**src/rtl/spi_pkg.sv**
```systemverilog
package spi_pkg;
  // register indices and their byte addresses
  localparam logic [11:0] STAT_IDX  = 12'h220;
  localparam logic [11:0] CTRL_IDX  = 12'h222;
  localparam logic [11:0] BUF_IDX   = 12'h224;
  localparam logic [11:0] IRQ_IDX   = 12'h230;
  localparam logic [11:0] STAT_ADDR = {STAT_IDX[9:0], 2'b00};
  localparam logic [11:0] CTRL_ADDR = {CTRL_IDX[9:0], 2'b00};
  localparam logic [11:0] BUF_ADDR  = {BUF_IDX[9:0], 2'b00};
  localparam logic [11:0] IRQ_ADDR  = {IRQ_IDX[9:0], 2'b00};
  // status fields
  localparam int ST_EN   = 15;
  localparam int ST_SIDL = 13;
  localparam int ST_ROV  = 6;
  localparam int ST_TBF  = 1;
  localparam int ST_RBF  = 0;
  // control fields
  localparam int CT_FRM  = 14;
  localparam int CT_FSD  = 13;
  localparam int CT_DIS  = 11;
  localparam int CT_W16  = 10;
  localparam int CT_SMP  = 9;
  localparam int CT_CKE  = 8;
  localparam int CT_SLAVE_SELECT_CONTROL_ENABLE = 7;
  localparam int CT_CKP  = 6;
  localparam int CT_MST  = 5;
  localparam int CT_SECONDARY_PRESCALE = 2;
  localparam int CT_PRIMARY_PRESCALE = 0;
  // interrupt register fields
  localparam int IR_FLAG = 0;
  localparam int IR_EN   = 1;
  // reset values
  localparam logic [15:0] CTRL_RST = 16'h0000;
  localparam logic [15:0] BUF_RST  = 16'h0000;
  // bit counts and clock divide
  localparam logic [4:0]  BITS8    = 5'h08;
  localparam logic [4:0]  BITS16   = 5'h10;
  localparam logic [10:0] FOSC_DIV = 11'h004;
  typedef enum logic [2:0] {
    ST_IDLE  = 3'b001,
    ST_SYNC  = 3'b010,
    ST_SHIFT = 3'b100
  } port_state_e;
endpackage : spi_pkg

```
**src/rtl/spi_port.sv**
```systemverilog
// Function
// - 8-bit or 16-bit length by control bit 10
// - length change resets transfer state and counters
// - output from bit 7 or bit 15
// - input enters shift register at bit 0
// - output-disable bit releases serial data out
// - frame mode turns slave select into frame sync
// - frame direction bit selects frame pulse direction
// - frame pulse active high, one serial clock
// - shifting starts after the frame pulse
// - slave select control gates slave transfers
// - slave select high releases output, resets counters
// - reassertion restarts at most significant bit
// - sleep halts and aborts any transfer
// - sleep leaves register contents unchanged
// - stop-in-idle bit decides running in idle
// - overflow drops word, ignores clock until read
// - completion sets interrupt flag, enable masks it
// - polarity sets idle level, edge bit timing
// - master clock from quarter oscillator, two prescalers
`timescale 1ns/1ps
module spi_port (
  input  wire logic        core_clk,
  input  wire logic        rst_b,
  input  wire logic        psel,
  input  wire logic        penable,
  input  wire logic        pwrite,
  input  wire logic [11:0] paddr,
  input  wire logic [31:0] pwdata,
  output logic [31:0]      prdata,
  output logic             pready,
  output logic             pslverr,
  input  wire logic        sck_in,
  output logic             sck_out,
  output logic             sck_oe_b,
  input  wire logic        sdi,
  output logic             sdo_out,
  output logic             sdo_oe_b,
  input  wire logic        ss_in,
  output logic             ss_out,
  output logic             ss_oe_b,
  input  wire logic        cpu_sleep,
  input  wire logic        cpu_idle,
  output logic             port_irq
);
  logic [15:0] ctrl_reg, ctrl_next;
  logic [15:0] tx_buf_reg, tx_buf_next;
  logic [15:0] rx_buf_reg, rx_buf_next;
  logic        en_reg, en_next;
  logic        sidl_reg, sidl_next;
  logic        ovf_reg, ovf_next;
  logic        tbf_reg, tbf_next;
  logic        rbf_reg, rbf_next;
  logic        irq_flag_reg, irq_flag_next;
  logic        irq_en_reg, irq_en_next;
  logic [31:0] prdata_reg, prdata_next;
  spi_pkg::port_state_e state_reg, state_next;
  logic [4:0]  count_reg, count_next;
  logic        sck_reg, sck_next;
  logic        sck_prev_reg;
  logic        tx_bit_reg, tx_bit_next;
  logic        fs_reg, fs_next;
  logic [1:0]  sync_ticks_reg, sync_ticks_next;

  logic        master, frame, fs_in, word16, cke, clock_idle_polarity, ss_gate, ss_off;
  logic        run, active, tick, lead, trail, tx_edge, rx_edge;
  logic        done, shift, load, clr, wl_change, sr_msb;
  logic [4:0]  len;
  logic [15:0] sr;
  logic [3:0]  wsel, rsel;
  logic        wr_en, rd_acc, setup;

  function automatic logic [3:0] reg_sel(input logic [11:0] a);
    reg_sel = {a == spi_pkg::IRQ_ADDR, a == spi_pkg::BUF_ADDR,
               a == spi_pkg::CTRL_ADDR, a == spi_pkg::STAT_ADDR};
  endfunction : reg_sel

  assign master  = ctrl_reg[spi_pkg::CT_MST];
  assign frame   = ctrl_reg[spi_pkg::CT_FRM];
  assign fs_in   = ctrl_reg[spi_pkg::CT_FSD];
  assign word16  = ctrl_reg[spi_pkg::CT_W16];
  assign cke     = ctrl_reg[spi_pkg::CT_CKE];
  assign clock_idle_polarity     = ctrl_reg[spi_pkg::CT_CKP];
  assign len     = word16 ? spi_pkg::BITS16 : spi_pkg::BITS8;
  assign ss_gate = !master && !frame && ctrl_reg[spi_pkg::CT_SLAVE_SELECT_CONTROL_ENABLE];
  assign ss_off  = ss_gate && ss_in;
  // idle stop, sleep and overflow hold all freeze the serial side
  assign run     = en_reg && !cpu_sleep && !(cpu_idle && sidl_reg)
                   && !(ovf_reg && rbf_reg);
  assign active  = state_reg != spi_pkg::ST_IDLE;

  sck_prescaler u_presc (
    .core_clk  (core_clk),
    .rst_b     (rst_b),
    .run       (run && master && active),
    .primary   (ctrl_reg[spi_pkg::CT_PRIMARY_PRESCALE +: 2]),
    .secondary (ctrl_reg[spi_pkg::CT_SECONDARY_PRESCALE +: 3]),
    .tick      (tick)
  );

  // leading edge leaves idle level, trailing edge returns to it
  always_comb begin
    if (master) begin
      lead  = tick && (sck_reg == clock_idle_polarity) && (count_reg != len);
      trail = tick && (sck_reg != clock_idle_polarity);
    end else begin
      lead  = run && (sck_in != clock_idle_polarity) && (sck_prev_reg == clock_idle_polarity);
      trail = run && (sck_in == clock_idle_polarity) && (sck_prev_reg != clock_idle_polarity);
    end
    tx_edge = cke ? trail : lead;
    rx_edge = cke ? lead : trail;
  end

  assign setup     = psel && !penable;
  assign wsel      = reg_sel(paddr);
  assign rsel      = wsel;
  assign wr_en     = psel && penable && pwrite;
  assign rd_acc    = psel && penable && !pwrite;
  assign wl_change = wr_en && wsel[1] && (pwdata[spi_pkg::CT_W16] != word16);
  assign shift     = run && !ss_off && (state_reg == spi_pkg::ST_SHIFT)
                     && rx_edge && (count_reg < len);
  assign done      = (state_reg == spi_pkg::ST_SHIFT) && (count_reg == len)
                     && (!master || sck_reg == clock_idle_polarity);
  assign load      = tbf_reg && !wl_change &&
                     ((state_reg == spi_pkg::ST_IDLE && run && !ss_off) || done);
  assign clr       = wl_change;

  word_shifter u_shift (
    .core_clk  (core_clk),
    .rst_b     (rst_b),
    .clr       (clr),
    .load      (load),
    .load_data (tx_buf_reg),
    .shift     (shift),
    .sdi       (sdi),
    .word16    (word16),
    .sr        (sr),
    .msb       (sr_msb)
  );

  always_comb begin
    ctrl_next       = ctrl_reg;
    tx_buf_next     = tx_buf_reg;
    rx_buf_next     = rx_buf_reg;
    en_next         = en_reg;
    sidl_next       = sidl_reg;
    ovf_next        = ovf_reg;
    tbf_next        = tbf_reg;
    rbf_next        = rbf_reg;
    irq_flag_next   = irq_flag_reg;
    irq_en_next     = irq_en_reg;
    state_next      = state_reg;
    count_next      = count_reg;
    sck_next        = sck_reg;
    tx_bit_next     = tx_bit_reg;
    fs_next         = fs_reg;
    sync_ticks_next = sync_ticks_reg;
    prdata_next     = prdata_reg;

    // register reads, captured in the setup cycle
    if (setup && !pwrite) begin
      prdata_next = 32'h0000_0000;
      unique case (1'b1)
        rsel[0]: begin
          prdata_next[spi_pkg::ST_EN]   = en_reg;
          prdata_next[spi_pkg::ST_SIDL] = sidl_reg;
          prdata_next[spi_pkg::ST_ROV]  = ovf_reg;
          prdata_next[spi_pkg::ST_TBF]  = tbf_reg;
          prdata_next[spi_pkg::ST_RBF]  = rbf_reg;
        end
        rsel[1]: prdata_next[15:0] = ctrl_reg;
        rsel[2]: prdata_next[15:0] = rx_buf_reg;
        rsel[3]: begin
          prdata_next[spi_pkg::IR_FLAG] = irq_flag_reg;
          prdata_next[spi_pkg::IR_EN]   = irq_en_reg;
        end
        default: prdata_next = 32'h0000_0000;
      endcase
    end
    if (rd_acc && rsel[2]) begin
      rbf_next = 1'b0;
    end
    if (wr_en) begin
      if (wsel[0]) begin
        en_next   = pwdata[spi_pkg::ST_EN];
        sidl_next = pwdata[spi_pkg::ST_SIDL];
        if (!pwdata[spi_pkg::ST_ROV]) begin
          ovf_next = 1'b0;
        end
      end
      if (wsel[1]) begin
        ctrl_next = {1'b0, pwdata[14:13], 1'b0, pwdata[11:0]};
      end
      if (wsel[2]) begin
        tx_buf_next = pwdata[15:0];
        tbf_next    = 1'b1;
      end
      if (wsel[3]) begin
        irq_en_next = pwdata[spi_pkg::IR_EN];
        if (pwdata[spi_pkg::IR_FLAG]) begin
          irq_flag_next = 1'b0;
        end
      end
    end

    if (load) begin
      tbf_next    = wr_en && wsel[2];
      tx_bit_next = word16 ? tx_buf_reg[15] : tx_buf_reg[7];
    end
    if (master && tick) begin
      sck_next = !sck_reg;
    end
    if (!master) begin
      sck_next = clock_idle_polarity;
    end

    unique case (state_reg)
      spi_pkg::ST_IDLE: begin
        count_next = 5'h00;
        if (run && !ss_off && (!master || tbf_reg)) begin
          state_next      = frame ? spi_pkg::ST_SYNC : spi_pkg::ST_SHIFT;
          fs_next         = frame && master && !fs_in;
          sync_ticks_next = 2'h0;
          sck_next        = clock_idle_polarity;
        end
      end
      spi_pkg::ST_SYNC: begin
        if (!fs_in) begin
          // own pulse spans one whole serial clock
          if (tick) begin
            sync_ticks_next = sync_ticks_reg + 2'h1;
          end
          if (tick && sync_ticks_reg == 2'h1) begin
            fs_next    = 1'b0;
            state_next = spi_pkg::ST_SHIFT;
          end
        end else if (lead && ss_in) begin
          state_next = spi_pkg::ST_SHIFT;
        end
      end
      spi_pkg::ST_SHIFT: begin
        if (tx_edge && run && count_reg < len) begin
          tx_bit_next = sr_msb;
        end
        if (shift) begin
          count_next = count_reg + 5'h01;
        end
        if (done) begin
          count_next    = 5'h00;
          irq_flag_next = 1'b1;
          if (rbf_reg && !(rd_acc && rsel[2])) begin
            ovf_next = 1'b1;
          end else begin
            rx_buf_next = sr;
            rbf_next    = 1'b1;
          end
          if (master && !tbf_reg) begin
            state_next = spi_pkg::ST_IDLE;
          end else if (frame) begin
            state_next      = spi_pkg::ST_SYNC;
            fs_next         = master && !fs_in;
            sync_ticks_next = 2'h0;
          end
        end
      end
      default: state_next = spi_pkg::ST_IDLE;
    endcase

    // slave select high: resync, next frame starts at the top bit
    if (ss_off) begin
      state_next  = spi_pkg::ST_IDLE;
      count_next  = 5'h00;
      tx_bit_next = sr_msb;
    end
    // sleep or disable abort the transfer, registers kept
    if (cpu_sleep || !en_reg) begin
      state_next = spi_pkg::ST_IDLE;
      count_next = 5'h00;
      fs_next    = 1'b0;
      sck_next   = clock_idle_polarity;
    end
    if (wl_change) begin
      state_next = spi_pkg::ST_IDLE;
      count_next = 5'h00;
      fs_next    = 1'b0;
      tbf_next   = 1'b0;
      rbf_next   = 1'b0;
      ovf_next   = 1'b0;
      sck_next   = pwdata[spi_pkg::CT_CKP];
    end
  end

  always_ff @(posedge core_clk or negedge rst_b) begin
    if (!rst_b) begin
      ctrl_reg       <= spi_pkg::CTRL_RST;
      tx_buf_reg     <= spi_pkg::BUF_RST;
      rx_buf_reg     <= spi_pkg::BUF_RST;
      en_reg         <= 1'b0;
      sidl_reg       <= 1'b0;
      ovf_reg        <= 1'b0;
      tbf_reg        <= 1'b0;
      rbf_reg        <= 1'b0;
      irq_flag_reg   <= 1'b0;
      irq_en_reg     <= 1'b0;
      prdata_reg     <= 32'h0000_0000;
      state_reg      <= spi_pkg::ST_IDLE;
      count_reg      <= 5'h00;
      sck_reg        <= 1'b0;
      sck_prev_reg   <= 1'b0;
      tx_bit_reg     <= 1'b0;
      fs_reg         <= 1'b0;
      sync_ticks_reg <= 2'h0;
    end else begin
      ctrl_reg       <= ctrl_next;
      tx_buf_reg     <= tx_buf_next;
      rx_buf_reg     <= rx_buf_next;
      en_reg         <= en_next;
      sidl_reg       <= sidl_next;
      ovf_reg        <= ovf_next;
      tbf_reg        <= tbf_next;
      rbf_reg        <= rbf_next;
      irq_flag_reg   <= irq_flag_next;
      irq_en_reg     <= irq_en_next;
      prdata_reg     <= prdata_next;
      state_reg      <= state_next;
      count_reg      <= count_next;
      sck_reg        <= sck_next;
      sck_prev_reg   <= sck_in;
      tx_bit_reg     <= tx_bit_next;
      fs_reg         <= fs_next;
      sync_ticks_reg <= sync_ticks_next;
    end
  end

  assign prdata   = prdata_reg;
  assign pready   = 1'b1;
  assign pslverr  = psel && penable && (wsel == 4'h0);
  assign port_irq = irq_flag_reg && irq_en_reg;
  assign sck_out  = sck_reg;
  assign sck_oe_b = !(en_reg && master);
  assign sdo_out  = tx_bit_reg;
  assign sdo_oe_b = !(en_reg && !cpu_sleep && !ctrl_reg[spi_pkg::CT_DIS] && !ss_off);
  assign ss_out   = fs_reg;
  assign ss_oe_b  = !(en_reg && frame && !fs_in);
endmodule : spi_port

```
**src/rtl/sck_prescaler.sv**
```systemverilog
`timescale 1ns/1ps
module sck_prescaler (
  input  wire logic       core_clk,
  input  wire logic       rst_b,
  input  wire logic       run,
  input  wire logic [1:0] primary,
  input  wire logic [2:0] secondary,
  output logic            tick
);
  logic [10:0] cnt_reg;
  logic [10:0] cnt_next;
  logic [10:0] half;

  function automatic logic [10:0] pri_div(input logic [1:0] code);
    unique case (code)
      2'h3: pri_div = 11'h001;
      2'h2: pri_div = 11'h004;
      2'h1: pri_div = 11'h010;
      2'h0: pri_div = 11'h040;
    endcase
  endfunction : pri_div

  // half sck period: quarter of core clock, then both prescalers
  always_comb begin
    half     = 11'((spi_pkg::FOSC_DIV >> 1) * pri_div(primary) * (11'h008 - 11'(secondary)));
    tick     = run && (cnt_reg == 11'h000);
    cnt_next = cnt_reg;
    if (!run || tick) begin
      cnt_next = half - 11'h001;
    end else begin
      cnt_next = cnt_reg - 11'h001;
    end
  end

  always_ff @(posedge core_clk or negedge rst_b) begin
    if (!rst_b) begin
      cnt_reg <= 11'h000;
    end else begin
      cnt_reg <= cnt_next;
    end
  end
endmodule : sck_prescaler

```
**src/rtl/word_shifter.sv**
```systemverilog
`timescale 1ns/1ps
module word_shifter (
  input  wire logic        core_clk,
  input  wire logic        rst_b,
  input  wire logic        clr,
  input  wire logic        load,
  input  wire logic [15:0] load_data,
  input  wire logic        shift,
  input  wire logic        sdi,
  input  wire logic        word16,
  output logic [15:0]      sr,
  output logic             msb
);
  logic [15:0] sr_reg;
  logic [15:0] sr_next;

  always_comb begin
    sr_next = sr_reg;
    if (clr) begin
      sr_next = 16'h0000;
    end else if (load) begin
      sr_next = word16 ? load_data : {8'h00, load_data[7:0]};
    end else if (shift) begin
      // new bits enter at bit 0; upper byte idle in 8-bit length
      sr_next = word16 ? {sr_reg[14:0], sdi} : {8'h00, sr_reg[6:0], sdi};
    end
  end

  always_ff @(posedge core_clk or negedge rst_b) begin
    if (!rst_b) begin
      sr_reg <= 16'h0000;
    end else begin
      sr_reg <= sr_next;
    end
  end

  assign sr  = sr_reg;
  assign msb = word16 ? sr_reg[15] : sr_reg[7];
endmodule : word_shifter

```
**config.mk**
```make
export PLATFORM = sky130hd
export DESIGN_NAME = spi_port
export DESIGN_NICKNAME = d
export VERILOG_FILES = /design/src/rtl/spi_pkg.sv /design/src/rtl/spi_port.sv /design/src/rtl/sck_prescaler.sv /design/src/rtl/word_shifter.sv
export SDC_FILE = /design/constraint.sdc
export NUM_CORES = 1
export LEC_CHECK = 0
export BUFFER_PORTS_ARGS = -buffer_cell sky130_fd_sc_hd__buf_2
export CAP_MARGIN = 20
export CORE_MARGIN = 1.5
export CORE_UTILIZATION = 50
export CTS_BUF_LIST = sky130_fd_sc_hd__clkbuf_8
export DETAILED_ROUTE_END_ITERATION = 10
export PLACE_DENSITY = 0.74
export SLEW_MARGIN = 5
export SYNTH_ARGS = -nofsm -noshare
export SYNTH_HDL_FRONTEND = slang
export SYNTH_SLANG_ARGS = --single-unit
```
**constraint.sdc**
```tcl
create_clock -name core_clk -period 3.1 [get_ports core_clk]
set_input_delay 0.31 -clock core_clk [delete_from_list [all_inputs] [get_ports core_clk]]
set_output_delay 0.31 -clock core_clk [all_outputs]
set_load 0.1 [all_outputs]
```
==> results of run 1 <==
==> layout by cell type (no fill, tap or decap), types with 8 or more instances in the layout <==
cell	count
nand3_1	14
nor2_1	43
mux2_4	10
o21ai_0	26
nor3_1	15
buf_2	60
inv_1	24
ha_1	18
mux2i_1	15
a21oi_1	28
buf_4	28
clkbuf_8	10
xor2_1	8
nand2b_1	10
o31ai_1	8
dfrtp_1	109
xnor2_1	17
nand2_1	60
conb_1	17
nand4_1	13
a22oi_1	12
o211ai_1	17
mux2_2	34
==> critical path: stages, from the launching register on <==
cell and delay [ps]:
dfrtp_1 410, or3_4 410, nor2_2 110, ha_1 280, ha_4 270, ha_4 270, ha_4 200, or2_4 220
mux2i_1 130, a31oi_1 130, nor4_1 250, xnor2_1 160, mux2i_1 80
==> cell families (layout without fill, tap and decap cells) <==
group,count (synthesis),count (layout),synth area share (%)
multiplexers,59,59,10.5
buffers and inverters,71,132,5.66
other,2,17,0.116
flip-flops,110,110,42.5
AO/OA/AOI/OAI,135,135,14.5
adder cells (fa/ha/maj),27,27,5.33
AND/OR/NAND/NOR,209,209,17.9
XOR/XNOR,26,26,3.51
==> area by class of cell <==
cell class                      instances  area share [%]
Clock buffer                           10            1.86
Tap cell                              172            2.91
Timing Repair Buffer                   90            7.33
Multi-Input combinational cell        473            48.1
Clock inverter                          6            1.17
Inverter                               26            1.32
Sequential cell                       110            37.3
==> layer usage <==
layer	track usage, %	up-vias
li1	-	2423
met1	35.0	2561
met2	39.1	204
met3	3.09	31
met4	10.3	0
met5	0	-
==> worst paths after layout <==
path	startpoint	slack, ps	endpoint
worst max-delay path	ctrl_reg[3]	80	u_presc.cnt_reg[10]
worst min-delay path	rst_b	-20	u_presc.cnt_reg[7]
worst max register to register	ctrl_reg[3]	80	u_presc.cnt_reg[10]
worst min register to register	u_presc.cnt_reg[0]	480	u_presc.cnt_reg[0]
max in group asynchronous	rst_b	2350	tx_buf_reg[14]
min in group core_clk	sck_in	70	sck_prev_reg
==> power groups by stage <==
| stage | Combinational, mW | Sequential (mW) | Clock (mW) |
|---|---|---|---|
| final | 0.487 | 1.49 | 0.975 |
| after global routing | 0.510 | 1.49 | 1.05 |
| after CTS | 0.489 | 1.49 | 0.994 |
| after detailed placement | 0.487 | 1.51 | 0 |
| after global placement | 0.482 | 1.51 | 0 |
| after floorplan | 0.160 | 1.74 | 0 |
==> timing repair <==
action | in CTS | in global routing
hold buffers | 0 | 0
pin swaps | 8 | 13
hold endpoints to repair | 0 | 0
setup buffers | 1 | 1
gates cloned | 0 | 0
resized for setup | 13 | 11
setup endpoints to repair | 3 | 3
==> out/qor.csv, run 1 <==
metric,value,unit
outcome,"complete, but fails checks",
failing checks,hold timing,
Placement Setup Slack,-87.0,ps
Mapped Area,6480,um^2
MaxCap Viol Count,0,
crit path launch type,register,
Num CTS Buffers,9,
Final ANT Viol Nets,0,
std cell rows,41,
largest net degree at the start of global routing,57,
via count,5219,
drt pass-1 iters,7,
gr ovfl total,0,
switching part of the total power,31.9,%
Slew HR,46.5,%
Final Hold Fails,29,
Slew @ Worst Pin,800,ps
multi-input logic area,3560,um^2
Initial Utilization,51.3,%
count of final setup violators,0,
Seq pwr share,50.4,%
Worst-Skew Late Latency,380,ps
Ys Warns,0,
Pleak,3.38,nW
Worst Hold Class,in2async,
Final min period,3020,ps
top-count cell post-synth,dfrtp_1,
I/O pin count,95,
drt drc,0,
P per Cell Area,399,nW/um^2
Post-synth EDFFs,0,
sequential-to-total area share from yosys stat,42.5,%
Synth-to-Final Area Change,14.0,%
first-pass GRT wire length,26000,um
# H-tree levels,3,
Clock power frac,33.1,%
NetSw,940,uW
met2 wire length,7460,um
Metal-1 WL,7240,um
Area contributors post-synth,"dfrtp_1, mux2_2, ha_1",
Post-DP Area,7040,um^2
kind of end point of the critical path,register,
share of layout cells above drive strength 1,27.6,%
ys async rst share,100,%
Die H,117,um
number of diodes,0,
Detailed Place HPWL,11700,um
VDD IR max,295,uV
FF/Latch Area,2750,um^2
Placed Cells,869,
Synth Register Bits,110,
skew final,10.1,ps
WL per Instance,18.1,um
final worst path period share,97.4,%
via/cell ratio,5.88,
Pint,2.01,mW
Critical Path RT,3370,ps
ys flop type,dfrtp_1,
I/O Buffers,61,
Syn Inst Count,639,
Pins Over Slew Limit,0,
clk sinks,110,
die area,13700,um^2
Clock transition at path regs,100,ps
met3 WL,984,um
chip width,117,um
initial antenna violation count,0,
final design utilization,58.5,%
total core area,12600,um^2
Synth top area share,42.1,%
number of global-route vias before repair,5091,
clock tree buffer depth,2,
final setup margin,80.7,ps
Tot GR Track Use,24.8,%
Setup TNS,0,ps
WHS,-21.5,ps
fin area,7390,um^2
Mapped Avg Cell Area,10.1,um^2
# nets final,791,
gpl congestion,0.928,
CTS tree,done,
total power,2.95,mW
starting DRC count in detailed routing,450,
Worst Reg-to-Reg Cells,12,
CP Class,reg2reg,
RSZ-0062 raised after global routing,yes,
"area leader, netlist",dfrtp_1,
final wirelength,16100,um
CP arrival,3290,ps
Final Instance Count excl. Fillers,887,
"top cells by count, synth","dfrtp_1, nand2_1, nor2_1, mux2_2, a21oi_1",
fillers,1102,
post-synthesis cell type count,81,
CTS Root Cell,clkbuf_8,
proportion of power drawn by combinational gates,16.5,%
Max Fclk,331,MHz
crit path max fanout,4,
Max Used Layer,met4,
No activity file was read; power rests on OpenSTA's default activity.
==> inputs of run 2 (changes only) <==
--- a/config.mk
+++ b/config.mk
@@ -11,7 +11,7 @@
 export CORE_UTILIZATION = 50
 export CTS_BUF_LIST = sky130_fd_sc_hd__clkbuf_8
 export DETAILED_ROUTE_END_ITERATION = 10
-export PLACE_DENSITY = 0.74
+export PLACE_DENSITY = 0.71
 export SLEW_MARGIN = 5
 export SYNTH_ARGS = -nofsm -noshare
 export SYNTH_HDL_FRONTEND = slang
==> constraint.sdc (replaced) <==
create_clock -name core_clk -period 3.6 [get_ports core_clk]
set_input_delay 0.36 -clock core_clk [delete_from_list [all_inputs] [get_ports core_clk]]
set_output_delay 0.36 -clock core_clk [all_outputs]
set_load 0.1 [all_outputs]
==> run 2 against run 1 <==
Net effect: the flow now finishes without violations; die area unchanged; clock skew up 1.2 ps; first-iteration DRC count decreased by 30%; flip-flop and latch count did not move; critical endpoint is now u_presc.cnt_reg[9]; highest routed layer unchanged.
==> out/qor.csv, run 2 (synthesis gave the netlist of run 1 again) <==
metric,value,unit,change
total core area,12600,um^2,unchanged
CP arrival,3670,ps,+380 ps
clock tree buffer depth,2,,unchanged
cts hold-fix bufs,0,,unchanged
"most common cell after layout, fill and taps aside",dfrtp_1,,
Detailed Place HPWL,11500,um,-1.6%
final wirelength,15800,um,-1.6%
gpl congestion,0.846,,-8.9%
CTS tree,done,,
I/O Buffers,61,,unchanged
Bufs and invs on worst path,1,,+1
Synth-to-Final Area Change,10.4,%,
clk sinks,110,,unchanged
Worst-Skew Late Latency,390,ps,about the same
Worst Hold Class,in2async,,
Placement Setup Slack,-62.7,ps,+24.3 ps
final design utilization,56.7,%,-1.9 points
r2r startpoint,ctrl_reg[2],,
die area,13700,um^2,unchanged
met2 wire length,7560,um,+1.3%
Critical Path RT,3880,ps,+510 ps
CP Class,reg2reg,,
Final Hold Fails,0,,-100%
WL per Instance,18.1,um,-0.24%
crit path launch type,register,,
final setup margin,205,ps,+125 ps
starting DRC count in detailed routing,314,,-30%
Clock transition at path regs,100,ps,about the same
met3 WL,976,um,-0.81%
Final min period,3390,ps,+375 ps
share of layout cells above drive strength 1,24.2,%,-3.4 points
Pleak,3.31,nW,-2.1%
Die H,117,um,unchanged
# H-tree levels,3,,unchanged
Pins Over Slew Limit,0,,unchanged
initial antenna violation count,0,,unchanged
Final ANT Viol Nets,0,,unchanged
Metal-1 WL,7080,um,-2.2%
most frequent cells in the layout,"dfrtp_1, nand2_1, buf_2",,
slowest CP cell,dfrtp_1,,
outcome,completed,,
RSZ-0062 raised after global routing,no,,
total power,2.42,mW,-18%
worst r2r dst,u_presc.cnt_reg[9],,
skew final,11.4,ps,+1.24 ps
CTS Root Cell,clkbuf_8,,
Max Fclk,295,MHz,-11%
Critical Path Max Stage Delay,390,ps,-20 ps
crit path max fanout,5,,+1
Most common cell on crit path,ha_1,,
Slew @ Worst Pin,893,ps,+93.2 ps
via/cell ratio,5.89,,+0.11%
kind of end point of the critical path,register,,
via count,5154,,-1.2%
worst reg-to-reg setup slack,210,ps,+120 ps
drt drc,0,,unchanged
Slew HR,40.4,%,-6.1 points
gr ovfl total,0,,unchanged
chip width,117,um,unchanged
CP Cell Sequence,buf_4 -> or3_1 -> nor2_1 -> ha_1 -> ha_1 -> ha_1 -> ha_4 -> or2_2 -> mux2i_4 -> a31oi_2 -> nor3_1 -> xnor2_1 -> o21ai_0,,
std cell rows,41,,unchanged
"delay-heaviest family, CP",adder cells,,
P per Cell Area,338,nW/um^2,-15%
number of diodes,0,,unchanged
Initial Utilization,51.3,%,unchanged
drt pass-1 iters,6,,-1
Worst Reg-to-Reg Cells,13,,+1
VDD IR max,407,uV,+38%
final worst path period share,94.3,%,-3.1 points
first-pass GRT wire length,25900,um,-0.69%
I/O pin count,95,,unchanged
MaxCap Viol Count,0,,unchanged
count of final setup violators,0,,unchanged
number of global-route vias before repair,5092,,+0.020%
# nets final,779,,-1.5%
Setup TNS,0,ps,unchanged
Num CTS Buffers,9,,unchanged
WHS,49.1,ps,+70.6 ps
Max Used Layer,met4,,
largest net degree at the start of global routing,70,,+23%
Tot GR Track Use,24.9,%,+0.11 points
==> run 2: cell types whose count changed in the layout (fill, tap and decap cells not counted), sizes merged <==
| cell | change |
|---|---|
| clkinv | +1 |
| buf | -12 |
| bufinv | -2 |
| clkinvlp | -2 |
| inv | +3 |
==> run 2: final cells by class <==
type	count	area [um^2]
clock buffers	10	138
clock inverters	6	45.0
fillers	1150	5470
inverters	26	97.6
multi-input cells	473	3470
flip-flops and latches	110	2750
well taps	172	215
repair buffers	78	439
==> run 2: worst max path at each step <==
stage / startpoint / endpoint / slack (ps) / depth (start not counted)
after CTS: ctrl_reg[2] / u_presc.cnt_reg[10] / 50 / 14
after detailed placement: ctrl_reg[2] / u_presc.cnt_reg[10] / -60 / 14
final: ctrl_reg[2] / u_presc.cnt_reg[9] / 210 / 13
after global routing: ctrl_reg[3] / u_presc.cnt_reg[10] / 5 / 14
after global placement: ctrl_reg[2] / u_presc.cnt_reg[10] / 110 / 14
after floorplan: ctrl_reg[2] / u_presc.cnt_reg[10] / 360 / 14
==> run 2: through the flow <==
step,cell area (um^2),cells
6_report,7150,875
5_1_grt,7150,875
4_1_cts,7100,873
3_5_place_dp,6890,855
3_3_place_gp,6890,855
2_1_floorplan,6540,654
==> run 2: worst register-to-register path: cells and delay by family, from the launching register on <==
kind	cells	cell delay, ps
AO/OA/AOI/OAI	2	220
XOR/XNOR	1	140
adder cells (fa/ha/maj)	4	1150
buffers and inverters	1	140
flip-flops	1	390
multiplexers	1	160
AND/OR/NAND/NOR	4	1090
==> run 2: repair_timing <==
item,in CTS,in global routing
pin swaps,0,1
setup endpoints to repair,1,3
buffers inserted,2,1
resized for setup,1,5
==> run 2: metal layers <==
layer / GRT usage, % / vias up
met1: 34.3 / 2551
li1: - / 2405
met2: 40.1 / 179
met5: 0 / -
met4: 8.27 / 0
met3: 4.58 / 19
==> run 2: where the power goes <==
part,leakage [nW],switching (mW),internal [mW]
logic,1.81,0.357,0.0564
clock network,0.0964,0.449,0.277
registers,1.40,0.0170,1.26
==> inputs of run 3 (changes only) <==
--- a/config.mk
+++ b/config.mk
@@ -6,12 +6,11 @@
 export NUM_CORES = 1
 export LEC_CHECK = 0
 export BUFFER_PORTS_ARGS = -buffer_cell sky130_fd_sc_hd__buf_2
-export CAP_MARGIN = 20
 export CORE_MARGIN = 1.5
-export CORE_UTILIZATION = 50
+export CORE_UTILIZATION = 64
 export CTS_BUF_LIST = sky130_fd_sc_hd__clkbuf_8
 export DETAILED_ROUTE_END_ITERATION = 10
-export PLACE_DENSITY = 0.71
+export PLACE_DENSITY = 0.88
 export SLEW_MARGIN = 5
 export SYNTH_ARGS = -nofsm -noshare
 export SYNTH_HDL_FRONTEND = slang
==> run 3 against run 2 <==
Net effect: clock skew down 0.62 ps; highest routed layer unchanged; worst hold slack worse by 29 ps; register-to-register slack better by 60 ps; largest cell class unchanged; via count up 2.4%.
==> out/qor.csv, run 3 (synthesis gave the netlist of run 1 again) <==
metric,value,unit,change
CP Cell Sequence,inv_1 -> ha_1 -> inv_1 -> nor3_1 -> ha_1 -> ha_1 -> ha_1 -> ha_4 -> or2_2 -> mux2i_1 -> a31oi_1 -> nor3_1 -> xnor2_1 -> o21ai_0,,
drt pass-1 iters,8,,+2
Clock transition at path regs,110,ps,about the same
WL per Instance,18.8,um,+4.1%
Metal-1 WL,6760,um,-4.6%
chip width,104,um,-11%
first-pass GRT wire length,25800,um,-0.40%
CTS Root Cell,clkbuf_8,,
total core area,9820,um^2,-22%
Placement Setup Slack,93.4,ps,+156 ps
met3 WL,1180,um,+21%
Initial Utilization,66.0,%,+15 points
Max Fclk,300,MHz,+2.0%
via/cell ratio,6.34,,+7.7%
number of global-route vias before repair,5211,,+2.3%
Pins Over Slew Limit,0,,unchanged
Worst Hold Class,in2async,,
drt drc,0,,unchanged
CP Class,reg2reg,,
Die H,104,um,-11%
WHS,20.4,ps,-28.7 ps
outcome,completed,,
VDD IR max,379,uV,-6.7%
clock tree buffer depth,2,,unchanged
P per Cell Area,350,nW/um^2,+3.4%
met2 wire length,7460,um,-1.3%
gpl congestion,0.905,,+7.0%
number of diodes,0,,unchanged
CTS tree,done,,
Setup TNS,0,ps,unchanged
Slew HR,28.8,%,-12 points
starting DRC count in detailed routing,412,,+31%
Critical Path RT,3810,ps,-70 ps
slowest CP cell,dfrtp_1,,
Final ANT Viol Nets,0,,unchanged
cts hold-fix bufs,0,,unchanged
largest net degree at the start of global routing,55,,-21%
final worst path period share,92.5,%,-1.8 points
fillers,740,,-36%
skew final,10.7,ps,-0.624 ps
Final min period,3330,ps,-65.0 ps
final wirelength,15700,um,-1.0%
kind of end point of the critical path,register,,
count of final setup violators,0,,unchanged
Final Instance Count excl. Fillers,832,,-4.9%
Critical Path Max Stage Delay,360,ps,-30 ps
Worst-Skew Late Latency,370,ps,-20 ps
"most common cell after layout, fill and taps aside",dfrtp_1,,
# H-tree levels,3,,unchanged
initial antenna violation count,0,,unchanged
gr ovfl total,0,,unchanged
Tot GR Track Use,29.7,%,+4.8 points
via count,5276,,+2.4%
die area,10700,um^2,-21%
most frequent cells in the layout,"dfrtp_1, nand2_1, buf_2",,
crit path launch type,register,,
MaxCap Viol Count,0,,unchanged
Synth-to-Final Area Change,9.44,%,
std cell rows,36,,-12%
CP arrival,3540,ps,-130 ps
share of layout cells above drive strength 1,23.6,%,-0.58 points
clk sinks,110,,unchanged
final setup margin,270,ps,+65.0 ps
# nets final,775,,-0.51%
Most common cell on crit path,ha_1,,
Pleak,3.31,nW,about the same
Worst Setup SP,ctrl_reg[2],,
Slew @ Worst Pin,1060,ps,+170 ps
I/O Buffers,61,,unchanged
Placed Cells,814,,-4.8%
Num CTS Buffers,9,,unchanged
crit path max fanout,5,,unchanged
Final Hold Fails,0,,unchanged
Detailed Place HPWL,11400,um,-0.95%
r2r startpoint,ctrl_reg[2],,
I/O pin count,95,,unchanged
Max Used Layer,met4,,
## run 3: power by group
part | switching (mW) | leakage [nW] | internal, mW
logic | 0.361 | 1.80 | 0.0563
registers | 0.0178 | 1.40 | 1.26
clock network | 0.448 | 0.109 | 0.335
total | 0.827 | 3.31 | 1.65
## run 3: through the flow
step	cell area, um^2	utilization [%]	total power [mW]
floorplan	6540	-	1.63
CTS	7040	71.6	2.49
global route	7090	72.2	2.55
detailed placement	6830	69.5	1.72
global placement	6830	69.5	1.71
finish	7090	72.2	2.48
## run 3: layer usage
| metal | vias to the layer above | GRT usage (%) |
|---|---|---|
| li1 | 2397 | - |
| met1 | 2591 | 41.1 |
| met2 | 266 | 49.0 |
| met3 | 22 | 4.97 |
| met4 | 0 | 7.64 |
| met5 | - | 0 |
## run 3: path summary, 6_finish.rpt
kind                       slack [ps]            endpoint  cells after the start
min                                20         ctrl_reg[0]                      1
max in group asynchronous        2710        ctrl_reg[13]                      2
max reg2reg                       270  u_presc.cnt_reg[9]                     14
max                               270  u_presc.cnt_reg[9]                     14
min in group core_clk             150        sck_prev_reg                      1
min reg2reg                       480  u_presc.cnt_reg[0]                      1
## run 3: timing repair
item,in CTS,in global routing
resized for setup,0,5
setup endpoints to repair,0,3
buffers inserted,0,2
## run 3: layout make-up
cell class / count / area [um^2] / area share [%]
inverter: 26 / 97.6 / 1.38
multi-input combinational: 473 / 3460 / 48.8
clock inverter: 7 / 82.6 / 1.16
timing repair buffer: 74 / 405 / 5.72
sequential: 110 / 2750 / 38.8
clock buffer: 9 / 124 / 1.75
tap: 133 / 166 / 2.35
## run 3: critical path: cells and delay by family (launching register included)
| kind | cells | cell delay, ps |
|---|---|---|
| mux | 1 | 130 |
| xor+xnor | 1 | 140 |
| flops | 1 | 360 |
| compound gates | 2 | 230 |
| simple gates | 3 | 630 |
| buf+inv | 2 | 180 |
| fa+ha+maj | 5 | 1490 |
